--- config.mk ---
export PLATFORM = sky130hd
export DESIGN_NAME = adc_serial_conversion_port
export DESIGN_NICKNAME = d
export VERILOG_FILES = /design/src/adc_port_pkg.sv /design/src/adc_serial_conversion_port.sv
export VERILOG_INCLUDE_DIRS = /design/src
export SDC_FILE = /design/constraint.sdc
export NUM_CORES = 1
export LEC_CHECK = 0
export BUFFER_PORTS_ARGS = -buffer_cell sky130_fd_sc_hd__buf_2
export CAP_MARGIN = 25
export CORE_MARGIN = 1.5
export CORE_UTILIZATION = 52
export DETAILED_ROUTE_END_ITERATION = 6
export PLACE_DENSITY = 0.78
export RECOVER_POWER = 100
export REMOVE_ABC_BUFFERS = 1
export SLEW_MARGIN = 20
export SYNTH_ARGS = -nofsm -noshare
export SYNTH_HDL_FRONTEND = slang
export SYNTH_SLANG_ARGS = --single-unit
--- constraint.sdc ---
create_clock -name CLK_IN -period 2.9 [get_ports CLK_IN]
set_input_delay 0.58 -clock CLK_IN [delete_from_list [all_inputs] [get_ports CLK_IN]]
set_output_delay 0.58 -clock CLK_IN [all_outputs]
set_load 0.05 [all_outputs]
--- src/adc_port_defines.svh ---
`ifndef ADC_PORT_DEFINES_SVH
`define ADC_PORT_DEFINES_SVH
`define RESULT_BITS 14
`define FRAME_EDGES 5'h10
`define FIRST_BIT_EDGE 5'h03
`define LAST_BIT_EDGE 5'h10
`define NAP_STROBES 3'h2
`define SLEEP_STROBES 3'h4
`endif

--- src/adc_port_pkg.sv ---
package adc_port_pkg;
  typedef enum logic [3:0] {
    ST_TRACK = 4'h1,
    ST_CONVERT = 4'h2,
    ST_NAP = 4'h4,
    ST_SLEEP = 4'h8
  } mode_e;
  typedef struct packed {
    mode_e mode;
    logic [4:0] edge_cnt;
    logic [2:0] strobe_cnt;
    logic [13:0] shreg;
    logic serial_result_out;
    logic sdo_oe;
    logic strobe_s1;
    logic strobe_s2;
    logic strobe_d;
    logic sck_s1;
    logic sck_s2;
    logic sck_d;
  } state_s;
endpackage

--- src/adc_serial_conversion_port.sv ---
`timescale 1ns/1ps
`include "adc_port_defines.svh"
module adc_serial_conversion_port (
  input wire logic CLK_IN,
  input wire logic RST_IN,
  input wire logic CONVERSION_STROBE_IN,
  input wire logic SHIFT_CLK_IN,
  input wire logic [13:0] SAMPLE_IN,
  output logic SERIAL_RESULT_OUT,
  output logic SERIAL_RESULT_OE_OUT,
  output logic NAP_OUT,
  output logic SLEEP_OUT,
  output logic BUSY_OUT
);
  adc_port_pkg::state_s state_reg;
  adc_port_pkg::state_s state_next;
  logic strobe_rise;
  logic sck_rise;

  assign strobe_rise = state_reg.strobe_s2 & ~state_reg.strobe_d;
  assign sck_rise = state_reg.sck_s2 & ~state_reg.sck_d;

  // both power-down states share the same wake and release behaviour
  function automatic logic is_powered_down(input adc_port_pkg::mode_e m);
    return m == adc_port_pkg::ST_NAP || m == adc_port_pkg::ST_SLEEP;
  endfunction

  always_comb begin
    state_next = state_reg;
    // only the strobe rise is used, so its duty cycle is free
    state_next.strobe_s1 = CONVERSION_STROBE_IN;
    state_next.strobe_s2 = state_reg.strobe_s1;
    state_next.strobe_d = state_reg.strobe_s2;
    state_next.sck_s1 = SHIFT_CLK_IN;
    state_next.sck_s2 = state_reg.sck_s1;
    state_next.sck_d = state_reg.sck_s2;
    case (state_reg.mode)
      adc_port_pkg::ST_TRACK, adc_port_pkg::ST_NAP,
      adc_port_pkg::ST_SLEEP: begin
        if (sck_rise) begin
          state_next.strobe_cnt = 3'h0;
          if (state_reg.mode != adc_port_pkg::ST_TRACK) begin
            state_next.mode = adc_port_pkg::ST_TRACK;
          end
        end else if (strobe_rise) begin
          if (state_reg.strobe_cnt == 3'h0 &&
              state_reg.mode == adc_port_pkg::ST_TRACK) begin
            state_next.mode = adc_port_pkg::ST_CONVERT;
            state_next.edge_cnt = 5'h00;
            state_next.shreg = SAMPLE_IN;
          end
          if (state_reg.strobe_cnt != 3'h7) begin
            state_next.strobe_cnt = state_reg.strobe_cnt + 3'h1;
          end
          if (state_reg.strobe_cnt + 3'h1 == `SLEEP_STROBES) begin
            state_next.mode = adc_port_pkg::ST_SLEEP;
          end else if (state_reg.strobe_cnt + 3'h1 == `NAP_STROBES) begin
            state_next.mode = adc_port_pkg::ST_NAP;
          end
        end
      end
      adc_port_pkg::ST_CONVERT: begin
        if (strobe_rise && state_reg.edge_cnt == 5'h00) begin
          state_next.strobe_cnt = state_reg.strobe_cnt + 3'h1;
          if (state_reg.strobe_cnt + 3'h1 == `NAP_STROBES) begin
            state_next.mode = adc_port_pkg::ST_NAP;
          end
        end
        if (sck_rise) begin
          state_next.strobe_cnt = 3'h0;
          state_next.edge_cnt = state_reg.edge_cnt + 5'h01;
          if (state_reg.edge_cnt + 5'h01 >= `FIRST_BIT_EDGE &&
              state_reg.edge_cnt + 5'h01 <= `LAST_BIT_EDGE) begin
            state_next.serial_result_out = state_reg.shreg[13];
            state_next.shreg = {state_reg.shreg[12:0], 1'b0};
            state_next.sdo_oe = 1'b1;
          end
          if (state_reg.edge_cnt + 5'h01 == `FRAME_EDGES) begin
            state_next.mode = adc_port_pkg::ST_TRACK;
          end
        end
      end
      default: begin
        state_next.mode = adc_port_pkg::ST_TRACK;
      end
    endcase
    if (state_reg.sdo_oe && sck_rise &&
        state_reg.edge_cnt + 5'h01 > `LAST_BIT_EDGE) begin
      state_next.sdo_oe = 1'b0;
      state_next.serial_result_out = 1'b0;
    end
  end

  always_ff @(posedge CLK_IN or posedge RST_IN) begin
    if (RST_IN) begin
      state_reg <= '{mode: adc_port_pkg::ST_TRACK, default: '0};
    end else begin
      state_reg <= state_next;
    end
  end

  always_ff @(posedge CLK_IN or posedge RST_IN) begin
    if (RST_IN) begin
      SERIAL_RESULT_OUT <= 1'b0;
      SERIAL_RESULT_OE_OUT <= 1'b0;
      NAP_OUT <= 1'b0;
      SLEEP_OUT <= 1'b0;
      BUSY_OUT <= 1'b0;
    end else begin
      SERIAL_RESULT_OUT <= state_next.serial_result_out;
      SERIAL_RESULT_OE_OUT <= state_next.sdo_oe;
      NAP_OUT <= state_next.mode == adc_port_pkg::ST_NAP;
      SLEEP_OUT <= state_next.mode == adc_port_pkg::ST_SLEEP;
      BUSY_OUT <= state_next.mode == adc_port_pkg::ST_CONVERT;
    end
  end
endmodule

=== Word-level counts from Yosys, hierarchy flattened ===
Cells that the tools add are included.

* Register bits: 37
* Input port bits: 18
* Output and inout bits: 5

* $add $sub $neg: 2
* $lt $le $gt $ge: 3
* Eq/ne operators: 20
* Muxes and demuxes: 21
* Bitwise logic cells: 4
* Reductions and logical operators: 16

{| class="wikitable"
|+ Operator list
! operator !! count
|-
| $pmux W22 S2 || 1
|-
| $mux W14 || 2
|-
| $mux W28 || 1
|-
| $mux W4 || 7
|-
| $mux W26 || 1
|-
| $mux W16 || 1
|-
| $ne A3 B3 Y1 const B || 4
|-
| $ne A2 B2 Y1 const B || 5
|-
| $mux W3 || 3
|-
| $mux W9 || 1
|-
| $eq A4 B2 Y1 const B || 2
|-
| $eq A4 B3 Y1 const B || 2
|-
| $eq A4 B4 Y1 const B || 2
|-
| $pmux W4 S2 || 1
|-
| $reduce_bool A2 Y1 || 4
|-
| $reduce_and A6 Y1 || 1
|-
| $add A5 B1 Y5 const B || 1
|-
| $eq A5 B5 Y1 const B || 1
|-
| $ge A5 B2 Y1 const B || 1
|-
| $gt A5 B5 Y1 const B || 1
|-
| $le A5 B5 Y1 const B || 1
|-
| $logic_and A1 B1 Y1 || 5
|-
| $logic_not A5 Y1 || 1
|-
| $mux W5 || 1
|-
| other kinds (13) || 16
|}

=== Logic depth before layout (Yosys ltp) ===
Gate-level depths: netlist (run 1).

* Depth in word-level cells: 9
* Gate-level depth with buffers: 7

=== Least setup slack after synthesis (run 1) ===
OpenSTA, ideal clock, no wires.

* Path kind: register to register
* Start point: register state_reg[33] (netlist name)
* End point: register state_reg[10] (netlist name)
* Data arrival time: 1.894 ns
* Slack: 0.881 ns
* Stages on the path, launching flop included: 8
* Path buffers: 2
* Period minus slack after synthesis: 2.019 ns
* Cell sequence: dfrtp_1 -> buf_6 -> or4b_4 -> nor2_8 -> o311a_1 -> o21ai_2 -> buf_6 -> mux2_4

* Cells in the longest elaborated chain, start to end: 4

{| class="wikitable"
|+ Ends and longest elaborated chain
! item !! RTL line !! RTL
|-
| start, declared || adc_serial_conversion_port.sv:15 || <nowiki>adc_port_pkg::state_s state_reg;</nowiki>
|-
| start signal, assigned || adc_serial_conversion_port.sv:98 || <nowiki>state_reg <= state_next;</nowiki>
|-
| $eq A4 B1 Y1 (tied with other cells) || adc_serial_conversion_port.sv:37, adc_serial_conversion_port.sv:47 ||
|-
| $reduce_or A3 Y1 or $logic_and A1 B1 Y1 (tied branches) || adc_serial_conversion_port.sv:37, adc_serial_conversion_port.sv:46 ||
|-
| $ne A2 B2 Y1 (no line) or $reduce_bool A2 Y1 (tied branches) || n/a ||
|-
| $reduce_and A6 Y1 (no line) || n/a ||
|}

Several ways; a longest one is shown, not always the timed one.
A chain may end at the register's enable or synchronous reset.

=== Worst setup path in the final report (run 1) ===
* Start point: register state_reg[26] (netlist name)
* End point: register state_reg[19] (netlist name)

* Cells in the longest elaborated chain, start to end: 5

{| class="wikitable"
|+ Ends and longest elaborated chain
! item !! RTL line
|-
| $add A5 B1 Y5 (*) || adc_serial_conversion_port.sv:72, adc_serial_conversion_port.sv:73
|-
| $ge A5 B2 Y1 (no line) or $le A5 B5 Y1 (tied branches) || n/a
|-
| $logic_and A1 B1 Y1 (no line) (*) || n/a
|-
| $ne A2 B2 Y1 (no line) (*) || n/a
|-
| $reduce_and A6 Y1 (no line) (*) || n/a
|}

Mark *: on every way between the ends. The rest lies on a longest branch, timed or not.

==> run summary, run 1 <==
• Total Power Consumption: 1568 µW
• initial cell density of the core: 54.31%
• worst stage delay on the critical path: 0.56 ns
• RD Place Congestion: 1.056
• via total after detailed routing: 1477
• transition time at the pin with the least slew margin: 0.9365 ns
• die area: 0.004204 mm²
• final setup skew: 0.006560 ns
• root cell of the clock tree: sky130_fd_sc_hd__clkbuf_8
• setup repair after global routing missed its margin: false
• sequential share of the synthesized area: 46.63%
• cells traversed along the worst timing path: ha_1 > nand3_1 > o311a_1 > o21ai_2 > mux2_2
• total global routing track utilization: 20.82%
• type of the worst setup path: flip-flop to flip-flop
• Netlist cell types: 43
• fin. max-slew vios: 0
• DRC violation count after routing: 0
• Static Leakage: 0.001007 µW
• post-route fraction of the period consumed by the critical path: 82.29%
• Post-synth top flop: sky130_fd_sc_hd__dfrtp_1
• WL per Instance: 15.07 µm
• final critical-path required period: 2.386 ns
• instance count of the mapped netlist: 180
• Ports: 23
• class of the tightest hold or removal check: flip-flop to flip-flop
• largest delay contributor family on the critical path: compound AO/OA/AOI/OAI gates
• sum of negative setup slack: 0 ns
• via/cell ratio: 5.932
• buffers added on ports: 22
• CP Max Fanout: 14
• Post-synth ARST share: 100.0%
• critical path's slowest cell: sky130_fd_sc_hd__o21ai_2
• peak supply drop: 0.0003634 V
• total number of nets in the final design: 227
• count of flip-flops with a built-in enable after synthesis: 0
• buffers from clock root to sink, at most: 2
• quantity of hold-fixing buffers added after cts: 0
• CP Buf/Inv Count: 0
• CTS tree: built
• final setup violating endpoints: 0
• grt ovf: 0
• DRT Pass-1 Iters: 6
• fill cell total of the finished layout: 313
• number of diodes added for antenna fixing: 0
• Area growth, synth to finish: 8.244%
• largest net degree at the start of global routing: 21
• site row count: 22
• Detail Route Antenna Nets: 0
• clock sink count: 37
• cell area after technology mapping: 0.001988 mm²
• number of hold violations in the final report: 0
• startpoint kind of the worst setup timing path: flip-flop
• area of the core region: 0.003661 mm²
• share of layout cells above drive strength 1: 15.92%
• post-detail-place hpwl: 2686 µm
• wire length of the first global-routing pass: 6541 µm
• number of antenna violations at the first check in global routing: 0
• flop and latch count out of synthesis: 37
• max reg flops: 28
• reported max-cap violation count: 0
• die width: 64.84 µm
• Syn. warnings: 0
• number of global-route vias before repair: 1340
• TritonCTS buffer count: 5
• clock slew at the register clock pins of the worst setup and hold paths: 0.07 ns
• Crit path required time: 3.07 ns
• insertion delay of the later-clocked pin in the worst-skew pair: 0.29 ns
• initial drt markers: 184
• number of gates given a new drive strength after cts: 0
• ratio of total power to cell area: 728.6 mW/mm²
• synthesized area per cell: 11.05 µm²
• total number of H-tree levels: 2
• aggregate routed wire length: 3753 µm
• number of buffers added for setup after CTS: 0
• Max-slew headroom: 37.57%
• result of the run: complete, no violations
• arrival time reported for the critical path endpoint: 2.56 ns
• Die Y: 64.84 µm
• Highest Clock Rate: 0.4190 GHz
• Critical Path Sink Type: flip-flop
[worst register-to-register path: cells and delay by family, from the launching register on]
kind	cells	cell delay [ns]
adders and majority gates	1	0.30
AOI/OAI and AO/OA	2	0.93
and+or+nand+nor	1	0.17
muxes	1	0.41
DFF	1	0.46
[placed cells by master, fill, tap and decap left out, drive strengths merged, types with 3 or more instances in the layout]
cell type,netlist,layout
inv,8,8
o21ai,17,17
a22o,14,14
a21oi,8,8
nor2,7,7
xor2,3,3
nor4b,4,4
ha,8,8
nand2,14,14
clkbuf,4,13
mux2,14,14
o31ai,4,4
buf,6,18
dfrtp,36,36
[cell families (layout without fill, tap and decap cells)]
kind of cell    after synthesis  in the layout  share of synthesized area (%)
buf+inv                      18             39                          4.531
flops                        37             37                          46.63
fa+ha+maj                     8              8                          5.035
compound gates               59             59                          20.83
mux                          14             14                          9.629
xor+xnor                      3              3                          1.322
simple gates                 41             41                          12.02
[cells in the mapped netlist (2+ instances only)]
cell type	n	area share, %
sky130_fd_sc_hd__dfrtp_1	36	45
sky130_fd_sc_hd__o21ai_0	16	4.0
sky130_fd_sc_hd__a22o_1	14	6.2
sky130_fd_sc_hd__nand2_1	14	2.6
sky130_fd_sc_hd__mux2_4	9	6.8
sky130_fd_sc_hd__a21oi_1	8	2.0
sky130_fd_sc_hd__ha_1	8	5.0
sky130_fd_sc_hd__inv_1	8	1.5
sky130_fd_sc_hd__nor2_1	6	1.1
sky130_fd_sc_hd__mux2_2	5	2.8
sky130_fd_sc_hd__clkbuf_1	4	0.75
sky130_fd_sc_hd__nor4b_1	4	1.8
sky130_fd_sc_hd__o31ai_1	4	1.5
sky130_fd_sc_hd__buf_2	3	0.75
sky130_fd_sc_hd__xor2_1	3	1.3
sky130_fd_sc_hd__a31oi_1	2	0.63
sky130_fd_sc_hd__and3_1	2	0.63
sky130_fd_sc_hd__buf_6	2	1.1
sky130_fd_sc_hd__nand2b_1	2	0.63
sky130_fd_sc_hd__nand3_1	2	0.50
sky130_fd_sc_hd__nor2b_1	2	0.63
sky130_fd_sc_hd__o211ai_1	2	0.75
sky130_fd_sc_hd__o21a_1	2	0.75
sky130_fd_sc_hd__o2bb2ai_1	2	0.88
sky130_fd_sc_hd__o32ai_1	2	0.88
[report_power, final]
| group | internal (µW) | switching, µW |
|---|---|---|
| Sequential | 622 | 99.0 |
| Clock | 188 | 164 |
| Combinational | 204 | 290 |
| Total | 1010 | 554 |
[layer usage]
| metal | GRT usage (%) | share of wire (%) | vias up |
|---|---|---|---|
| met1 | 29.89 | 45 | 695 |
| li1 | - | - | 705 |
| met4 | 10.11 | 2.8 | 0 |
| met5 | 0 | 0 | - |
| met2 | 28.61 | 45 | 67 |
| met3 | 6.250 | 6.8 | 10 |
[path summary, 6_finish.rpt]
kind / slack [ns] / startpoint / to / cells past startpoint
setup reg to reg: 0.51 / state_reg[26]$_DFFE_PP0P_ / state_reg[19]$_DFFE_PP0P_ / 5
min in group asynchronous: 0.42 / RST_IN / state_next[4]$_DFF_PP0_ / 2
setup / recovery: 0.51 / state_reg[26]$_DFFE_PP0P_ / state_reg[19]$_DFFE_PP0P_ / 5
hold reg to reg: 0.35 / state_next[1]$_DFF_PP0_ / state_next[0]$_DFF_PP0_ / 0
max in group asynchronous: 1.19 / RST_IN / state_next[1]$_DFF_PP0_ / 3
hold / removal: 0.35 / state_next[1]$_DFF_PP0_ / state_next[0]$_DFF_PP0_ / 0
[through the flow]
stage | utilization, % | area (µm²) | hold slack [ns] | cells | worst slack [ns]
after global routing | 58.78 | 2152 | 0.3574 | 249 | 0.3468
after detailed placement | 57.72 | 2113 | 0.3371 | 242 | 0.4200
after floorplan | - | 1928 | 0.3312 | 170 | 0.6967
final | 58.78 | 2152 | 0.3514 | 249 | 0.5136
after global placement | 57.72 | 2113 | 0.3323 | 242 | 0.5354
after CTS | 60.08 | 2200 | 0.3519 | 249 | 0.4026
[final cells by class]
class	count	area (µm²)	area share [%]
sequential	37	927.1	43.08
multi-input combinational	125	933.4	43.37
timing repair buffer	24	115.1	5.349
tap	48	60.06	2.791
inverter	8	30.03	1.395
clock buffer	7	86.33	4.012
(Power assumes the default switching activity.)
==> run 2, diff against run 1 <==
Settings changed: ABC_AREA set to 1.
Clock period 2.9 ns to 2.2 ns, I/O delays scaled along.
==> run summary, run 2 <==
• number of global-route vias before repair: 1641, +22%
• wire length of the first global-routing pass: 7003 µm, +7.1%
• root cell of the clock tree: sky130_fd_sc_hd__clkbuf_8
• buffers added on ports: 22, unchanged
• part of the total power dissipated in combinational logic: 34.7%, +3.2 points
• global routing usage on met2: 34.47%, +5.9 points
• final setup skew: 0.005374 ns, -0.001187 ns
• CTS tree: built
• startpoint kind of the worst setup timing path: flip-flop
• endpoint of the worst hold-timing path: state_next[4]$_DFF_PP0_
• site row count: 22, unchanged
• final setup violating endpoints: 0, unchanged
• DRT Pass-1 Iters: 4, -2
• Highest Clock Rate: 0.5174 GHz, +23%
• via/cell ratio: 5.088, -14%
• Max-slew headroom: 39.55%, +2.0 points
• most used standard cells in the synthesized netlist: sky130_fd_sc_hd__nand2_1, sky130_fd_sc_hd__nand3_1, sky130_fd_sc_hd__dfrtp_1, sky130_fd_sc_hd__inv_1, sky130_fd_sc_hd__nor2_1
• buffers from clock root to sink, at most: 2, unchanged
• Total Power Consumption: 2320 µW, +48%
• largest area contributor in the synthesized netlist: sky130_fd_sc_hd__dfrtp_1
• r2r startpoint: state_reg[25]$_DFFE_PP0P_
• DRC violation count after routing: 0, unchanged
• WL per Instance: 11.43 µm, -24%
• total number of nets in the final design: 319, +41%
• arrival time reported for the critical path endpoint: 2.16 ns, -0.40 ns
• Post-synth ARST share: 100.0%, unchanged
• sequential share of the synthesized area: 44.88%, -1.8 points
• share of layout cells above drive strength 1: 14.29%, -1.6 points
• Seq pwr share: 43.1%, -2.9 points
• via total after detailed routing: 1740, +18%
• post-route fraction of the period consumed by the critical path: 87.85%, +5.6 points
• synthesized area per cell: 7.708 µm², -30%
• fraction of synthesized cell area taken by the top area cell type: 43.61%, -1.7 points
• count of placed standard cells in the final layout, fillers left out: 342, +37%
• ratio of total power to cell area: 1014 mW/mm², +39%
• initial drt markers: 162, -12%
• peak supply drop: 0.0005222 V, +44%
• insertion delay of the later-clocked pin in the worst-skew pair: 0.29 ns, about the same
• total global routing track utilization: 21.14%, +0.32 points
• die area: 0.004360 mm², +3.7%
• Critical Path Sink Type: flip-flop
• max reg flops: 28, unchanged
• commonest non-fill, non-tap cells in the layout: sky130_fd_sc_hd__nand2_1, sky130_fd_sc_hd__nand3_1, sky130_fd_sc_hd__dfrtp_1, sky130_fd_sc_hd__inv_1, sky130_fd_sc_hd__nor2_1
• fin. max-slew vios: 0, unchanged
• flop and latch count out of synthesis: 37, unchanged
• result of the run: complete, no violations
• transition time at the pin with the least slew margin: 0.9068 ns, -0.02974 ns
• M1 GR Usage: 26.56%, -3.3 points
• type of the worst setup path: flip-flop to flip-flop
• TritonCTS buffer count: 5, unchanged
• highest-utilization routing layer at the global route stage: met2
• grt ovf: 0, unchanged
• cell area after technology mapping: 0.002066 mm², +3.9%
• Static Leakage: 0.001227 µW, +22%
• fill cell total of the finished layout: 361, +15%
• number of antenna violations at the first check in global routing: 0, unchanged
• number of cells on the worst hold path: 1, +1
• Syn. warnings: 0, unchanged
• class of the tightest hold or removal check: input pin to flip-flop
• Post-synth top flop: sky130_fd_sc_hd__dfrtp_1
• total number of H-tree levels: 2, unchanged
• Die Y: 66.03 µm, +1.8%
• most used standard cell by instance count after synthesis: sky130_fd_sc_hd__nand2_1
• number of hold violations in the final report: 0, unchanged
• area of the core region: 0.003744 mm², +2.3%
• depth of the worst register-to-register path: 11, +6
• die width: 66.03 µm, +1.8%
• clock slew at the register clock pins of the worst setup and hold paths: 0.07 ns, about the same
• most common cell after layout, fill and taps aside: sky130_fd_sc_hd__nand2_1
• Area growth, synth to finish: 10.72%
• Detail Route Antenna Nets: 0, unchanged
• Placement Cell Area: 0.002198 mm², +4.0%
• post-detail-place hpwl: 2792 µm, +4.0%
• Cell Int Power: 1412 µW, +39%
• initial cell density of the core: 55.18%, +0.87 points
• CP Max Fanout: 15, +1
• Ports: 23, unchanged
• Crit path required time: 2.43 ns, -0.64 ns
• largest net degree at the start of global routing: 38, +81%
• Critical R2R Capture: state_reg[17]$_DFFE_PP0P_
• number of placed cells counting well taps: 334, +38%
• switching fraction of total power: 39.16%, +3.9 points
• instance count of the mapped netlist: 268, +49%
• aggregate routed wire length: 3909 µm, +4.2%
• cell area after layout: 0.002287 mm², +6.3%
• sum of negative setup slack: 0 ns, unchanged
• synth top area cells: sky130_fd_sc_hd__dfrtp_1, sky130_fd_sc_hd__nand2_1, sky130_fd_sc_hd__nand3_1
• quantity of hold-fixing buffers added after cts: 0, unchanged
• number of diodes added for antenna fixing: 0, unchanged
• Netlist cell types: 28, -35%
• clock sink count: 37, unchanged
• proportion of power drawn by the clock network: 22.3%, -0.2 points
• setup slack of the worst register-to-register path: 0.27 ns, -0.25 ns
• Net Switching: 908.5 µW, +64%
• final critical-path required period: 1.933 ns, -0.4537 ns
• reported max-cap violation count: 0, unchanged
• RD Place Congestion: 0.8316, -21%
• tightest hold margin: 0.2524 ns, -0.09903 ns
• beginning of the worst hold path: CONVERSION_STROBE_IN
• setup repair after global routing missed its margin: false
• count of flip-flops with a built-in enable after synthesis: 0, unchanged
• GR Util met3: 4.770%, -1.5 points
## run 2: cell types whose count changed in the layout (fill, tap and decap cells not counted), sizes merged, moves of 8 or more
cell	delta
a22o	-14
inv	+19
mux2	-14
nand2	+89
nand3	+38
nor2	+15
o21ai	-8
## run 2: worst max-delay path by stage
stage                                    from                        end  depth (start not counted)
finish              state_reg[25]$_DFFE_PP0P_  state_reg[17]$_DFFE_PP0P_                         11
detailed placement  state_reg[25]$_DFFE_PP0P_  state_reg[12]$_DFFE_PP0P_                         11
global placement    state_reg[25]$_DFFE_PP0P_  state_reg[10]$_DFFE_PP0P_                         11
global route        state_reg[25]$_DFFE_PP0P_  state_reg[17]$_DFFE_PP0P_                         11
floorplan           state_reg[25]$_DFFE_PP0P_  state_reg[10]$_DFFE_PP0P_                         11
CTS                 state_reg[25]$_DFFE_PP0P_  state_reg[12]$_DFFE_PP0P_                         11
## run 2: logic make-up (layout without fill, tap and decap cells)
kind of cell             count (synthesis)  in the layout  share of synthesized area (%)
AND/OR/NAND/NOR                        172            172                          37.92
flip-flops                              37             37                          44.88
buffers and inverters                   35             61                          8.116
AO/OA/AOI/OAI                           16             16                          4.240
adder cells (fa/ha/maj)                  8              8                          4.846
## run 2: layer usage
metal  share of wire [%]  vias to the layer above
li1                    -                      901
met1                  49                      794
met2                  45                       36
met3                 3.8                        9
met4                 2.0                        0
met5                   0                        -
## run 2: stage by stage
step | setup WS, ns | utilization (%)
3_5_place_dp | 0.2845 | 58.72
5_1_grt | 0.02512 | 61.10
3_3_place_gp | 0.3769 | 58.72
4_1_cts | 0.2620 | 61.43
6_report | 0.2674 | 61.10
2_1_floorplan | 0.5480 | -
## run 2: timing repair
item / 4_1_cts / 5_1_grt
setup buffers: 0 / 0
setup endpoints to repair: 0 / 1
resized for setup: 0 / 1
## run 2: power groups by stage
stage / registers (µW) / clock network [µW] / logic [µW]
final: 999 / 516 / 805
after detailed placement: 1010 / 0 / 818
after floorplan: 1040 / 0 / 594
after global routing: 1030 / 552 / 922
after global placement: 1010 / 0 / 788
after CTS: 1000 / 528 / 817
## run 2: area by class of cell
| class | count | area [µm²] | share of cell area (%) |
|---|---|---|---|
| Sequential cell | 37 | 927.1 | 40.54 |
| Inverter | 28 | 107.6 | 4.705 |
| Clock inverter | 1 | 5.005 | 0.2188 |
| Timing Repair Buffer | 25 | 123.9 | 5.416 |
| Multi-Input combinational cell | 196 | 967.2 | 42.29 |
| Clock buffer | 7 | 96.34 | 4.212 |
| Tap cell | 48 | 60.06 | 2.626 |
## run 2: worst max-delay path, stage by stage, from the launching register on
cell                      delay (ns)
sky130_fd_sc_hd__dfrtp_1        0.44
sky130_fd_sc_hd__inv_1          0.11
sky130_fd_sc_hd__ha_1           0.32
sky130_fd_sc_hd__nand2_1        0.08
sky130_fd_sc_hd__nand2_1        0.05
sky130_fd_sc_hd__nor2_1         0.09
sky130_fd_sc_hd__nand3_1        0.13
sky130_fd_sc_hd__nand2_1        0.10
sky130_fd_sc_hd__nand2_2        0.21
sky130_fd_sc_hd__nand2_8        0.19
sky130_fd_sc_hd__nand2_1        0.08
sky130_fd_sc_hd__nand2_1        0.06
==> run 3, diff against run 2 <==
Settings changed: ABC_AREA 1 to not set.
Clock period 2.2 ns to 2.5 ns, I/O delays scaled along.
==> run summary, run 3 (same netlist as run 1, synthesis figures left out) <==
• CP Max Fanout: 16, +1
• count of placed standard cells in the final layout, fillers left out: 251, -27%
• share of layout cells above drive strength 1: 17.24%, +3.0 points
• Crit path required time: 2.67 ns, +0.24 ns
• Die Y: 64.84 µm, -1.8%
• total number of H-tree levels: 2, unchanged
• max reg flops: 28, unchanged
• insertion delay of the later-clocked pin in the worst-skew pair: 0.29 ns, about the same
• arrival time reported for the critical path endpoint: 2.46 ns, +0.30 ns
• WL per Instance: 15.30 µm, +34%
• final setup skew: 0.006103 ns, +0.0007295 ns
• Placement Cell Area: 0.002121 mm², -3.5%
• Crit path top cell by count: sky130_fd_sc_hd__o21ai_0
• most common cell after layout, fill and taps aside: sky130_fd_sc_hd__dfrtp_1
• number of diodes added for antenna fixing: 0, unchanged
• Cell Int Power: 1211 µW, -14%
• area of the core region: 0.003661 mm², -2.2%
• Seq pwr share: 44.8%, +1.7 points
• final critical-path required period: 2.290 ns, +0.3574 ns
• post-route fraction of the period consumed by the critical path: 91.60%, +3.8 points
• violations in the final reports: max-capacitance violations, max-slew violations
• total number of nets in the final design: 228, -29%
• result of the run: complete, but fails checks
• part of the total power dissipated in combinational logic: 31.3%, -3.4 points
• initial cell density of the core: 54.31%, -0.87 points
• site row count: 22, unchanged
• startpoint kind of the worst setup timing path: flip-flop
• DRC violation count after routing: 0, unchanged
• number of global-route vias before repair: 1515, -7.7%
• Static Leakage: 0.001024 µW, -17%
• wire length of the first global-routing pass: 6658 µm, -4.9%
• number of cells on the worst hold path: 1, unchanged
• buffers added on ports: 22, unchanged
• grt ovf: 0, unchanged
• number of placed cells counting well taps: 243, -27%
• buffers from clock root to sink, at most: 2, unchanged
• initial drt markers: 128, -21%
• total global routing track utilization: 21.22%, +0.075 points
• clock slew at the register clock pins of the worst setup and hold paths: 0.07 ns, about the same
• setup repair after global routing missed its margin: false
• Detail Route Antenna Nets: 0, unchanged
• largest net degree at the start of global routing: 38, unchanged
• die area: 0.004204 mm², -3.6%
• Net Switching: 663.2 µW, -27%
• die width: 64.84 µm, -1.8%
• fin. max-slew vios: 38, +38
• DRT Pass-1 Iters: 4, unchanged
• proportion of power drawn by the clock network: 23.9%, +1.6 points
• via/cell ratio: 5.960, +17%
• RD Place Congestion: 0.8870, +6.7%
• worst stage delay on the critical path: 0.67 ns, +0.23 ns
• peak supply drop: 0.0003856 V, -26%
• ratio of total power to cell area: 859.8 mW/mm², -15%
• sum of negative setup slack: 0 ns, unchanged
• reported max-cap violation count: 1, +1
• number of hold violations in the final report: 0, unchanged
• Highest Clock Rate: 0.4367 GHz, -16%
• quantity of hold-fixing buffers added after cts: 0, unchanged
• Critical Path Sink Type: flip-flop
• Max-slew headroom: -26.79%, -66 points
• clock sink count: 37, unchanged
• transition time at the pin with the least slew margin: 1.902 ns, +0.9951 ns
• global routing usage on met2: 34.54%, +0.066 points
• depth of the worst register-to-register path: 6, -5
• critical path's slowest cell: sky130_fd_sc_hd__or4b_1
• highest-utilization routing layer at the global route stage: met2
• TritonCTS buffer count: 5, unchanged
• aggregate routed wire length: 3840 µm, -1.8%
• GR Util met3: 4.167%, -0.60 points
• switching fraction of total power: 35.39%, -3.8 points
• commonest non-fill, non-tap cells in the layout: sky130_fd_sc_hd__dfrtp_1, sky130_fd_sc_hd__buf_2, sky130_fd_sc_hd__o21ai_0, sky130_fd_sc_hd__nand2_1, sky130_fd_sc_hd__a22o_1
• final setup violating endpoints: 0, unchanged
• type of the worst setup path: flip-flop to flip-flop
• cells traversed along the worst timing path: or4b_1 > nor2_8 > clkbuf_2 > a21oi_1 > o21ai_0 > o21ai_0
• Ports: 23, unchanged
• M1 GR Usage: 25.69%, -0.87 points
• class of the tightest hold or removal check: input pin to flip-flop
• CTS tree: built
• root cell of the clock tree: sky130_fd_sc_hd__clkbuf_8
• number of antenna violations at the first check in global routing: 0, unchanged
• Area growth, synth to finish: 9.629%
• via total after detailed routing: 1496, -14%
• cell area after layout: 0.002180 mm², -4.7%
• post-detail-place hpwl: 2722 µm, -2.5%
run 3: cell types whose count changed in the layout (fill, tap and decap cells not counted), sizes merged, moves of 4 or more:
cell,delta
o21ai,+8
o31ai,+4
inv,-19
nand2,-89
mux2,+14
a22o,+14
nor4b,+4
nand3,-38
a21oi,+5
nand4,-5
nor2,-15
run 3: cell type report:
class / count / area [µm²]
clock inverters: 1 / 5.005
flip-flops and latches: 37 / 927.1
fillers: 314 / 1481
clock buffers: 7 / 96.34
well taps: 48 / 60.06
repair buffers: 25 / 120.1
multi-input cells: 125 / 940.9
inverters: 8 / 30.03
run 3: worst max-delay path: cells and delay by family, from the launching register on:
kind | cells | cell delay [ns]
flip-flops | 1 | 0.49
AND/OR/NAND/NOR | 2 | 0.80
AO/OA/AOI/OAI | 3 | 0.56
buffers and inverters | 1 | 0.33
run 3: metal layers:
layer  vias up  routed length (µm)  part of all wire (%)
li1        703                   -                     -
met1       720                1639                    43
met2        62                1872                    49
met3        11                 231                   6.0
met4         0                  95                   2.5
met5         -                   0                     0
run 3: per-stage QoR:
stage	setup slack, ns	power [µW]	hold slack [ns]	utilization, %
floorplan	0.2967	1310	0.3312	-
global placement	0.1231	1428	0.3337	57.93
detailed placement	0.01150	1471	0.3404	57.93
CTS	0.1930	1934	0.3022	60.90
global route	0.07241	2010	0.3021	59.54
finish	0.2099	1874	0.3145	59.54
run 3: path summary, 6_finish.rpt:
path,from,to,slack (ns)
max in group asynchronous,RST_IN,SLEEP_OUT$_DFF_PP0_,0.52
worst max register to register,state_reg[32]$_DFF_PP0_,state_reg[27]$_DFFE_PP0P_,0.21
worst min register to register,state_next[4]$_DFF_PP0_,state_next[3]$_DFF_PP0_,0.35
worst max-delay path,state_reg[32]$_DFF_PP0_,state_reg[27]$_DFFE_PP0P_,0.21
worst min-delay path,CONVERSION_STROBE_IN,state_next[4]$_DFF_PP0_,0.31
min in group asynchronous,RST_IN,state_next[1]$_DFF_PP0_,0.88
run 3: power groups by stage:
| stage | clock [µW] | sequential [µW] | combinational (µW) |
|---|---|---|---|
| global route | 485 | 859 | 667 |
| finish | 447 | 839 | 587 |
| floorplan | 0 | 864 | 446 |
| global placement | 0 | 836 | 592 |
| CTS | 465 | 837 | 632 |
| detailed placement | 0 | 846 | 625 |
run 3: what timing repair did:
action                                 in CTS  in global routing
endpoints found under the hold margin       0                  0
resized for setup                           1                  0
setup buffers                               0                  0
setup endpoints to repair                   2                  0
